## src/logic/fic_pkg.sv

```systemverilog
// Package with constants and types for the flash image checksum block.
package fic_pkg;
  // Family variant codes.
  localparam logic [1:0] FIC_VAR_SINGLE_BOOT = 2'h0;
  localparam logic [1:0] FIC_VAR_DUAL_BOOT   = 2'h1;
  localparam logic [1:0] FIC_VAR_DUAL_PANEL  = 2'h2;
  localparam logic [1:0] FIC_VAR_DUAL_BOOT_X = 2'h3;
  // Upper configuration word index per variant group.
  localparam logic [2:0] FIC_CFG_HI_BASE = 3'h3;
  localparam logic [2:0] FIC_CFG_HI_EXT  = 3'h4;
  // Dual-boot exclusion window on the low sixteen address bits (0x1FCxFF00..0x1FCxFFFF).
  localparam logic [31:0] FIC_DB_WIN_MASK = 32'hFFF0FF00;
  localparam logic [31:0] FIC_DB_WIN_BASE = 32'h1FC0FF00;
  // Dual-panel exclusion window.
  localparam logic [31:0] FIC_DP_WIN_LO = 32'h1FC03F00;
  localparam logic [31:0] FIC_DP_WIN_HI = 32'h1FC03FFF;
  // Single-boot: final configuration bytes of boot flash.
  localparam int unsigned FIC_SB_CFG_BYTES = 16;
  // Byte source kinds.
  localparam logic [1:0] FIC_SRC_PROG = 2'h0;
  localparam logic [1:0] FIC_SRC_BOOT = 2'h1;
  localparam logic [1:0] FIC_SRC_CFG  = 2'h2;
  localparam logic [1:0] FIC_SRC_ID   = 2'h3;
  // Accumulator reset value.
  localparam logic [31:0] FIC_SUM_RESET = 32'h00000000;
  // Controller states.
  typedef enum logic [2:0] {
    FIC_ST_IDLE = 3'b001,
    FIC_ST_RUN  = 3'b010,
    FIC_ST_DONE = 3'b100
  } fic_state_e;
endpackage

```

## src/logic/fic_skid_buf.sv

```systemverilog
// Two-entry buffer with valid and ready on both sides.
`timescale 1ns/1ps
`default_nettype none
module fic_skid_buf #(
  parameter int unsigned WIDTH = 8
) (
  input  wire logic             i_clk_sys,
  input  wire logic             i_rst,
  input  wire logic             i_ce,
  input  wire logic             i_valid,
  output logic                  o_ready,
  input  wire logic [WIDTH-1:0] i_data,
  output logic                  o_valid,
  input  wire logic             i_ready,
  output logic      [WIDTH-1:0] o_data
);
  logic [WIDTH-1:0] mem [2];
  logic             wr_ptr;
  logic             rd_ptr;
  logic [1:0]       count;
  wire              push = i_valid && o_ready && i_ce;
  wire              pop  = o_valid && i_ready && i_ce;

  // Ready only while a slot is free and the clock enable is high. A stalled drain
  // holds the source back, and a frozen block never signals ready for a word it drops.
  assign o_ready = i_ce && (count != 2'h2);
  assign o_valid = (count != 2'h0);
  assign o_data  = mem[rd_ptr];

  // Pointer and occupancy bookkeeping.
  always_ff @(posedge i_clk_sys)
  begin
    if (i_rst)
    begin
      wr_ptr <= 1'b0;
      rd_ptr <= 1'b0;
      count  <= 2'h0;
    end
    else
    begin
      if (push)
        wr_ptr <= ~wr_ptr;
      if (pop)
        rd_ptr <= ~rd_ptr;
      count <= count + {1'b0, push} - {1'b0, pop};
    end
  end

  // Storage needs no reset; valid gates every read.
  always_ff @(posedge i_clk_sys)
  begin
    if (push)
      mem[wr_ptr] <= i_data;
  end
endmodule
`default_nettype wire

```

## src/logic/fic_checksum.sv

```systemverilog
// Streaming 32-bit flash image checksum engine.
//
// Overview of operation
// - Sum all qualifying bytes into 32-bit accumulator.
// - Result is two's complement of sum.
// - Configuration words ANDed with mask first.
// - Identifier word ANDed with mask first.
// - Configuration words zero to three or four.
// - Dual-boot skips boot window xFF00..xFFFF.
// - Dual-panel skips boot 0x1FC03F00..0x1FC03FFF.
// - Single-boot skips final sixteen boot bytes.
// - Only primary configuration words contribute.
// - Code-protected part reports zero checksum.
`timescale 1ns/1ps
`default_nettype none
module fic_checksum #(
  parameter logic [1:0]  VARIANT      = fic_pkg::FIC_VAR_SINGLE_BOOT,
  parameter logic [31:0] BOOT_END     = 32'h1FC02FFF,
  parameter logic [31:0] ID_MASK      = 32'h0FFFFFFF,
  parameter logic [31:0] CFG_MASK0    = 32'hFFFFFFFF,
  parameter logic [31:0] CFG_MASK1    = 32'hFFFFFFFF,
  parameter logic [31:0] CFG_MASK2    = 32'hFFFFFFFF,
  parameter logic [31:0] CFG_MASK3    = 32'hFFFFFFFF,
  parameter logic [31:0] CFG_MASK4    = 32'hFFFFFFFF
) (
  input  wire logic        i_clk_sys,
  input  wire logic        i_rst,
  input  wire logic        i_ce,
  input  wire logic        i_start,
  input  wire logic        i_code_protect,
  input  wire logic        i_byte_valid,
  output logic             o_byte_ready,
  input  wire logic [7:0]  i_byte,
  input  wire logic [31:0] i_byte_addr,
  input  wire logic [1:0]  i_byte_src,
  input  wire logic [2:0]  i_cfg_index,
  input  wire logic        i_cfg_alternate,
  input  wire logic [1:0]  i_byte_lane,
  input  wire logic        i_last,
  output logic             o_busy,
  output logic             o_done,
  output logic [31:0]      o_checksum
);
  // Buffered item: byte, address, source, index, alternate, lane, last.
  localparam int unsigned ITEM_W = 8 + 32 + 2 + 3 + 1 + 2 + 1;

  fic_pkg::fic_state_e state;
  fic_pkg::fic_state_e next_state;
  logic [31:0]         program_flash_sum;
  logic [31:0]         boot_flash_sum;
  logic [31:0]         masked_config_sum;
  logic [31:0]         id_sum;
  logic                protect_q;

  logic [ITEM_W-1:0] buf_in;
  logic [ITEM_W-1:0] buf_out;
  logic              buf_valid;
  logic              buf_ready;

  // Picks one byte lane of a masked word.
  function automatic logic [7:0] fic_lane(input logic [31:0] w, input logic [1:0] lane);
    fic_lane = w[{lane, 3'h0} +: 8];
  endfunction

  // Returns the mask of a configuration word index.
  function automatic logic [31:0] fic_cfg_mask(input logic [2:0] idx);
    case (idx)
      3'h0:    fic_cfg_mask = CFG_MASK0;
      3'h1:    fic_cfg_mask = CFG_MASK1;
      3'h2:    fic_cfg_mask = CFG_MASK2;
      3'h3:    fic_cfg_mask = CFG_MASK3;
      3'h4:    fic_cfg_mask = CFG_MASK4;
      default: fic_cfg_mask = 32'h00000000;
    endcase
  endfunction

  assign buf_in = {i_byte, i_byte_addr, i_byte_src, i_cfg_index, i_cfg_alternate,
                   i_byte_lane, i_last};

  // The buffer takes up to two items from the stream while the engine waits to start.
  fic_skid_buf #(
    .WIDTH (ITEM_W)
  ) u_buf (
    .i_clk_sys (i_clk_sys),
    .i_rst     (i_rst),
    .i_ce      (i_ce),
    .i_valid   (i_byte_valid),
    .o_ready   (o_byte_ready),
    .i_data    (buf_in),
    .o_valid   (buf_valid),
    .i_ready   (buf_ready),
    .o_data    (buf_out)
  );

  // Field split of the buffered item.
  wire [7:0]  b_data = buf_out[ITEM_W-1 -: 8];
  wire [31:0] b_addr = buf_out[ITEM_W-9 -: 32];
  wire [1:0]  b_src  = buf_out[8:7];
  wire [2:0]  b_idx  = buf_out[6:4];
  wire        b_alt  = buf_out[3];
  wire [1:0]  b_lane = buf_out[2:1];
  wire        b_last = buf_out[0];

  // Bytes are consumed only while a computation runs.
  assign buf_ready = (state == fic_pkg::FIC_ST_RUN);
  wire take = buf_valid && buf_ready && i_ce;

  // Upper configuration index depends on the variant group.
  wire [2:0] cfg_hi = (VARIANT == fic_pkg::FIC_VAR_DUAL_BOOT_X) ?
                      fic_pkg::FIC_CFG_HI_EXT : fic_pkg::FIC_CFG_HI_BASE;
  wire dual_boot = (VARIANT == fic_pkg::FIC_VAR_DUAL_BOOT) ||
                   (VARIANT == fic_pkg::FIC_VAR_DUAL_BOOT_X);

  // Boot flash exclusion windows per variant.
  wire in_db_win = ((b_addr & fic_pkg::FIC_DB_WIN_MASK) == fic_pkg::FIC_DB_WIN_BASE);
  wire in_dp_win = (b_addr >= fic_pkg::FIC_DP_WIN_LO) &&
                   (b_addr <= fic_pkg::FIC_DP_WIN_HI);
  wire in_sb_win = (b_addr > BOOT_END - 32'(fic_pkg::FIC_SB_CFG_BYTES)) &&
                   (b_addr <= BOOT_END);
  wire boot_skip = dual_boot ? in_db_win :
                   (VARIANT == fic_pkg::FIC_VAR_DUAL_PANEL) ? in_dp_win : in_sb_win;

  // Configuration bytes count only within range and only for primary words.
  wire cfg_ok = (b_idx <= cfg_hi) && !b_alt;
  wire [7:0] cfg_byte = fic_lane({24'h000000, b_data} << {b_lane, 3'h0} &
                                 fic_cfg_mask(b_idx), b_lane);
  wire [7:0] id_byte  = fic_lane({24'h000000, b_data} << {b_lane, 3'h0} &
                                 ID_MASK, b_lane);

  // Next sums; additions wrap at 32 bits.
  wire [31:0] next_program_flash_sum = program_flash_sum + {24'h000000, b_data};
  wire [31:0] next_boot_flash_sum    = boot_flash_sum + {24'h000000, b_data};
  wire [31:0] next_masked_config_sum = masked_config_sum + {24'h000000, cfg_byte};
  wire [31:0] next_id_sum            = id_sum + {24'h000000, id_byte};
  wire [31:0] total = program_flash_sum + boot_flash_sum + masked_config_sum + id_sum;
  wire [31:0] next_checksum = protect_q ? 32'h0 : (~total + 32'h1);

  // Controller transitions.
  always_comb
  begin
    next_state = state;
    case (state)
      fic_pkg::FIC_ST_IDLE: if (i_start) next_state = fic_pkg::FIC_ST_RUN;
      fic_pkg::FIC_ST_RUN:  if (take && b_last) next_state = fic_pkg::FIC_ST_DONE;
      fic_pkg::FIC_ST_DONE: next_state = i_start ? fic_pkg::FIC_ST_RUN : fic_pkg::FIC_ST_IDLE;
      default:              next_state = fic_pkg::FIC_ST_IDLE;
    endcase
  end

  assign o_busy = (state == fic_pkg::FIC_ST_RUN);
  assign o_done = (state == fic_pkg::FIC_ST_DONE);

  // State, protect latch and result register.
  always_ff @(posedge i_clk_sys)
  begin
    if (i_rst)
    begin
      state      <= fic_pkg::FIC_ST_IDLE;
      protect_q  <= 1'b0;
      o_checksum <= 32'h00000000;
    end
    else if (i_ce)
    begin
      state <= next_state;
      if (i_start && state != fic_pkg::FIC_ST_RUN)
        protect_q <= i_code_protect;
      if (state == fic_pkg::FIC_ST_DONE)
        o_checksum <= next_checksum;
    end
  end

  // Partial sums; a start clears them all before any byte is taken.
  always_ff @(posedge i_clk_sys)
  begin
    if (i_rst || (i_ce && i_start && state != fic_pkg::FIC_ST_RUN))
    begin
      program_flash_sum <= fic_pkg::FIC_SUM_RESET;
      boot_flash_sum    <= fic_pkg::FIC_SUM_RESET;
      masked_config_sum <= fic_pkg::FIC_SUM_RESET;
      id_sum            <= fic_pkg::FIC_SUM_RESET;
    end
    else if (take)
    begin
      case (b_src)
        fic_pkg::FIC_SRC_PROG: program_flash_sum <= next_program_flash_sum;
        fic_pkg::FIC_SRC_BOOT: if (!boot_skip) boot_flash_sum <= next_boot_flash_sum;
        fic_pkg::FIC_SRC_CFG:  if (cfg_ok) masked_config_sum <= next_masked_config_sum;
        fic_pkg::FIC_SRC_ID:   id_sum <= next_id_sum;
        default:               id_sum <= id_sum;
      endcase
    end
  end

  // A skipped boot byte never moves the boot sum.
  property p_boot_skip;
    @(posedge i_clk_sys) disable iff (i_rst)
      (take && b_src == fic_pkg::FIC_SRC_BOOT && boot_skip && !i_start)
        |=> $stable(boot_flash_sum);
  endproperty
  a_boot_skip: assert property (p_boot_skip) else $error("skipped boot byte summed");

  // Protected runs end in a zero result.
  property p_protect_zero;
    @(posedge i_clk_sys) disable iff (i_rst)
      (i_ce && o_done && protect_q) |=> (o_checksum == 32'h00000000);
  endproperty
  a_protect_zero: assert property (p_protect_zero)
    else $error("protected checksum nonzero");

  // Unprotected result plus total is zero modulo two to the thirty-second.
  property p_twos;
    @(posedge i_clk_sys) disable iff (i_rst)
      (i_ce && o_done && !protect_q && !i_start) |=> (o_checksum + total == 32'h00000000);
  endproperty
  a_twos: assert property (p_twos) else $error("result not two's complement");

  // Alternate configuration bytes never move the masked sum.
  property p_alt;
    @(posedge i_clk_sys) disable iff (i_rst)
      (take && b_src == fic_pkg::FIC_SRC_CFG && b_alt && !i_start) |=> $stable(masked_config_sum);
  endproperty
  a_alt: assert property (p_alt) else $error("alternate word summed");

  // A start clears the program sum.
  property p_clear;
    @(posedge i_clk_sys) disable iff (i_rst)
      (i_ce && i_start && state != fic_pkg::FIC_ST_RUN) |=> (program_flash_sum == 32'h00000000);
  endproperty
  a_clear: assert property (p_clear) else $error("sum not cleared on start");

  // Configuration words above the variant's upper index never move the masked sum.
  property p_cfg_range;
    @(posedge i_clk_sys) disable iff (i_rst)
      (take && b_src == fic_pkg::FIC_SRC_CFG && b_idx > cfg_hi && !i_start)
        |=> $stable(masked_config_sum);
  endproperty
  a_cfg_range: assert property (p_cfg_range) else $error("config word out of range");
endmodule
`default_nettype wire

```

## config.mk

```make
export PLATFORM = sky130hd
export DESIGN_NAME = fic_checksum
export DESIGN_NICKNAME = d
export VERILOG_FILES = /design/src/logic/fic_pkg.sv /design/src/logic/fic_skid_buf.sv /design/src/logic/fic_checksum.sv
export SDC_FILE = /design/constraint.sdc
export NUM_CORES = 1
export LEC_CHECK = 0
export ABC_CLOCK_PERIOD_IN_PS = 11000
export BUFFER_PORTS_ARGS = -buffer_cell sky130_fd_sc_hd__buf_2
export CAP_MARGIN = 10
export CORE_MARGIN = 1.5
export CORE_UTILIZATION = 60
export DETAILED_ROUTE_END_ITERATION = 10
export GPL_TIMING_DRIVEN = 0
export HOLD_SLACK_MARGIN = 0.02
export PLACE_DENSITY = 0.79
export SETUP_SLACK_MARGIN = 0.15
export SLEW_MARGIN = 20
export SYNTH_ARGS = -nofsm -noshare
export SYNTH_HDL_FRONTEND = slang
export SYNTH_SLANG_ARGS = --single-unit
```

## constraint.sdc

```tcl
create_clock -name i_clk_sys -period 11 [get_ports i_clk_sys]
set_input_delay 1.65 -clock i_clk_sys [delete_from_list [all_inputs] [get_ports i_clk_sys]]
set_output_delay 1.65 -clock i_clk_sys [all_outputs]
set_load 0.05 [all_outputs]
```

# ---- Word-level counts from Yosys, hierarchy flattened
# Memories as Yosys holds them, arrays and structs flattened. A register that Yosys moved wholly into a read port is not among the register bits.
# Index checks and enable logic that the tools add are counted.
# W data, S select, Z words.
dict set report totals {
  ff_bits 168
  latch_bits 0
  mem_bits_rw 98
  rom_bits 0
  in_bits 55
  wordCells 80
  mem_count 1
}
# name depth word_bits read_ports rd_clocked_by_memory_dff wr line_no
set memory_table {}
lappend memory_table {u_buf.mem 2 49 1 1 1 fic_skid_buf.sv:17} ;# logic [WIDTH-1:0] mem [2];
dict set report classes {
  add_sub_neg 10
  multipliers 0
  n_div 0
  magnitude_cmp 3
  eq_ne 14
  n_shift 3
  muxes 10
  bitwise 5
  n_reduce_logical 24
}
# op count
set op_table {}
lappend op_table {{$add A32 B8 Y32} 4}
lappend op_table {{$add A32 B32 Y32} 3}
lappend op_table {{$mux W32} 2}
lappend op_table {{$shiftx A32 B6 Y8} 2}
lappend op_table {{$add A32 B1 Y32 const B} 1}
lappend op_table {{$and A32 B32 Y32} 1}
lappend op_table {{$gt A32 B29 Y1 const B} 1}
lappend op_table {{$le A32 B29 Y1 const B} 1}
lappend op_table {{$not A32 Y32} 1}
lappend op_table {{$shl A8 B5 Y32} 1}
lappend op_table {{$logic_and A1 B1 Y1} 11}
lappend op_table {{$eq A3 B2 Y1 const B} 3}
lappend op_table {{$pmux W3 S3} 1}
lappend op_table {{$reduce_and A3 Y1} 3}
lappend op_table {{$reduce_and A2 Y1} 4}
lappend op_table {{$eq A3 B1 Y1 const B} 2}
lappend op_table {{$eq A3 B3 Y1 const B} 2}
lappend op_table {{$mux W3} 2}
lappend op_table {{$ne A2 B2 Y1 const B} 3}
lappend op_table {{$reduce_or A5 Y1} 1}
lappend op_table {{$eq A2 B2 Y1 const B} 2}
lappend op_table {{$mux W1} 4}
lappend op_table {{$le A3 B2 Y1 const B} 1}
lappend op_table {{$logic_not A3 Y1} 1}
lappend op_table {{10 further kinds} 12}

# ---- Depth between registers and ports, before layout
dict set report logic_depth {
  depth_word 6
  mapped_depth 18
}

# ---- Modules after synthesis
# A second synthesis with hierarchy kept.
dict set report unflattened {
  hier_cells 1717
  area_unflattened_um2 16260.6
}
# mod instances cells_each area_each_um2
set modules_own_cells {}
lappend modules_own_cells {fic_checksum 1 1539 12439.4}
lappend modules_own_cells {fic_skid_buf 1 178 3821.2}

# ---- Worst setup path before layout
# No wires, ideal clock.
dict set report synth_timing {
  path_kind {in2reg}
  startpoint {input i_ce}
  endpoint {memory u_buf.mem[0][0] (netlist bit), enable pin}
  setup_ps 456
  arrival_ps 5045
  path_slack_ps 5499
  path_stages 5
  n_path_buf 1
  path_cell_list {buf_2 -> inv_1 -> a21oi_1 -> nand2_1 -> nor2_1}
}
dict set report synth_between {
  elab_chain_cells 5
}
# element line_no
set synth_rtl {}
lappend synth_rtl {{from (decl)} fic_checksum.sv:28} ;# input wire logic i_ce,
lappend synth_rtl {{$logic_and A1 B1 Y1} fic_skid_buf.sv:26} ;# assign o_ready = i_ce && (count != 2'h2);
lappend synth_rtl {{net o_byte_ready} fic_checksum.sv:32} ;# output logic o_byte_ready,
lappend synth_rtl {{$logic_and A1 B1 Y1 (2 in a row)} fic_skid_buf.sv:21} ;# wire push = i_valid && o_ready && i_ce;
lappend synth_rtl {{$mux W1} fic_skid_buf.sv:52} ;# if (push)
lappend synth_rtl {{$mux W1 (not written as such)} fic_skid_buf.sv:53} ;# mem[wr_ptr] <= i_data;
lappend synth_rtl {{to (decl)} fic_skid_buf.sv:17}
# The timed path passes the listed nets, and every way through them passes these cells.

==> flow_summary.ini <==
[logic_synthesis]
yosys_most_used_dff = dfxtp_1
synth_cell_types = 101
yosysTopAreaCell = dfxtp_1
netlist.area_leader.share_pct = 21.23
synth.net_count = 1893
ys_ff_latch = 267
synth.area.top_cells = dfxtp_1 21%, edfxtp_1 18%, fa_1 8.3%, xnor2_1 6.0%, ha_1 5.2%
yosysSeqAreaShare_pct = 39.69
synth_edf_count = 98
synthCells = 1706
yosysWarnings = 0
syn_area_um2 = 15940
synth.avg_cell_area_um2 = 9.343
async_reset_ff_share_pct = 0

[min_path]
hold_path.class = reg -> reg

[timing]
clock_skew_ns = 0.04230
rsz0062_at_grt = false
finalCritPeriodShare_pct = 49.26
timing.hold.ws_ns = 0.4707
setup_viol = 0
min_period_ns = 5.418
worstMarginPinSlew_ns = 1.052
relSlewSlack_pct = 29.33
tns_ns = 0
fin_ws_ns = 5.582
finalHoldViolCount = 0
drv_slew = 0
fmax_ghz = 0.1846

[die]
initial_core_util_pct = 61.17
ios = 90
die_width_um = 166.0
core-area_um2 = 26060
rows = 59
design.die.area_um2 = 27550
fp.dieH_um = 166.0

[place]
dp_hpwl_mm = 27.68
io_buffers = 87
gp_congestion = 0.9045
dp_cells = 2131
place_area_um2 = 16870
preCtsSetupSlack_ns = 5.601

[clock_tree]
postCtsResizedCells = 0
cts_root_buf = clkbuf_16
clk_path_buf_depth = 3
cts_setup_buffers = 0
h-tree-depth = 1
numCtsBuffers = 30
clk_pin_slew_ns = 0.06
holdBufCountCts = 0
clock_sink_count = 267
clkLatencyLatePin_ns = 0.59
cts_tree = built

[pwr]
p_seq_share_pct = 47.5
power_frac_clock_pct = 49.1
switchingPower_uw = 463.9
combPwrFrac_pct = 3.4
p_leak_nw = 6.980
p_int_mw = 1.737
ir_drop_mv = 0.1516
powerDensity_nw_per_um2 = 122.5
switching_share_pct = 21.07
power_mw = 2.201

[routing]
route.detailed.drc = 0
vias = 12440
wl_per_cell_um = 16.49
drt_first_pass_iters = 6
routed_via_density = 5.678
drt_wl_total_mm = 36.13
drtIter0Drc = 959
ant_nets = 0

[global_routing]
grt_usage_pct = 26.12
grt_max_degree = 29
antenna_found_initial = 0
grt_pass1_wl_mm = 58.91
grt_remaining_overflow = 0
grt_pass1_vias = 12170

[worst_setup_path]
worst_setup_path_end_kind = register
cp-start-kind = register
critPathKind = reg -> reg
arrival_ns = 5.88
crit_fanout = 10
required_ns = 11.46

[layout]
utilization_pct = 68.95
final_cell_mix = 217 x inv_1, 192 x nor2_1, 169 x dfxtp_1
area_growth_pct = 12.72
final_layout_size_suffix_gt1_share_pct = 10.64
instances_no_fill = 2191
nets = 2015
final_common_cell = inv_1
finalInstanceArea_um2 = 17970

[flow_run]
max-cap-violations = 0

[run_status]
status = completed
final cells by class:
type,instances,area (µm²)
clock buffer,38,790.8
buffer,55,249.0
multi-input combinational,1166,8586
fill,1994,8092
antenna,5,12.51
clock inverter,17,285.3
sequential,267,6326
tap,335,419.2
inverter,218,818.3
timing repair buffer,90,480.5
cell usage after synthesis (all sizes together) (4+ instances only):
library cell	number
clkbuf	36
buf	19
o21ai	59
or2	5
edfxtp	98
fa	66
and4	8
and3	20
a21boi	8
nand3	56
nor2b	13
o211ai	10
a21oi	88
xnor2	110
inv	218
mux2i	22
a31oi	5
o22ai	5
nand2b	10
or4	8
nor2	196
a211oi	13
o21bai	7
nor4b	8
o21a	4
mux2	5
or3	18
dfxtp	169
a2111oi	6
nand2	116
a32oi	5
nor3	38
a22oi	14
a21o	27
xor2	31
ha	66
nand3b	4
nor3b	11
nor4	22
a22o	9
nand4	29
metal layers:
metal	up-vias	share of wire, %	global-route usage (%)
met5	-	0	0
met3	76	5.2	3.861
li1	6098	-	-
met4	0	3.6	9.949
met2	376	46	44.18
met1	5891	45	33.99
state kept, by name (all words and copies together) (netlist names), named ones only:
signal and count:
protect_q 1, state 3, boot_flash_sum 32, program_flash_sum 32
u_buf.rd_ptr 1, masked_config_sum 32, u_buf.mem 98, id_sum 32
o_checksum 32, u_buf.count 2, u_buf.wr_ptr 1
worst paths after layout:
check | cells past startpoint | start | slack (ns) | to
setup / recovery | 17 | register | 5.58 | program_flash_sum[13]
hold reg to reg | 1 | o_checksum[23] | 0.47 | o_checksum[23]
setup reg to reg | 17 | register | 5.58 | program_flash_sum[13]
hold / removal | 1 | o_checksum[23] | 0.47 | o_checksum[23]
cell families (layout without fill, tap and decap cells):
| family | count (synthesis) | in the layout | share of synthesized area (%) |
|---|---|---|---|
| buffers and inverters | 273 | 418 | 6.696 |
| other | 0 | 5 | 0 |
| xor gates and xnor gates | 141 | 141 | 7.795 |
| DFF | 267 | 267 | 39.69 |
| adders and majority gates | 132 | 132 | 13.47 |
| AOI/OAI and AO/OA | 288 | 288 | 12.40 |
| muxes | 27 | 27 | 1.735 |
| and+or+nand+nor | 578 | 578 | 18.22 |
critical path, cell delays in order (launching register included):
cell and delay, ns:
dfxtp_1 0.40, clkbuf_1 0.36, clkbuf_1 0.43, clkbuf_1 0.50, mux2i_1 0.72, inv_1 0.23, ha_1 0.34, a21o_1 0.11
a21oi_1 0.09, o21ai_0 0.16, a21oi_1 0.12, o21ai_0 0.16, a21oi_1 0.12, o21ai_0 0.54, clkbuf_1 0.48, nor3b_1 0.34
xnor2_1 0.17, nor2_1 0.06
power groups by stage:
stage	clock network [mW]	registers (mW)	logic, mW
after floorplan	0	1.07	0.0419
after global placement	0	1.07	0.0692
after detailed placement	0	1.07	0.0744
after CTS	1.09	1.05	0.0748
after global routing	1.13	1.05	0.0822
final	1.08	1.05	0.0751
(Power assumes the default switching activity.)
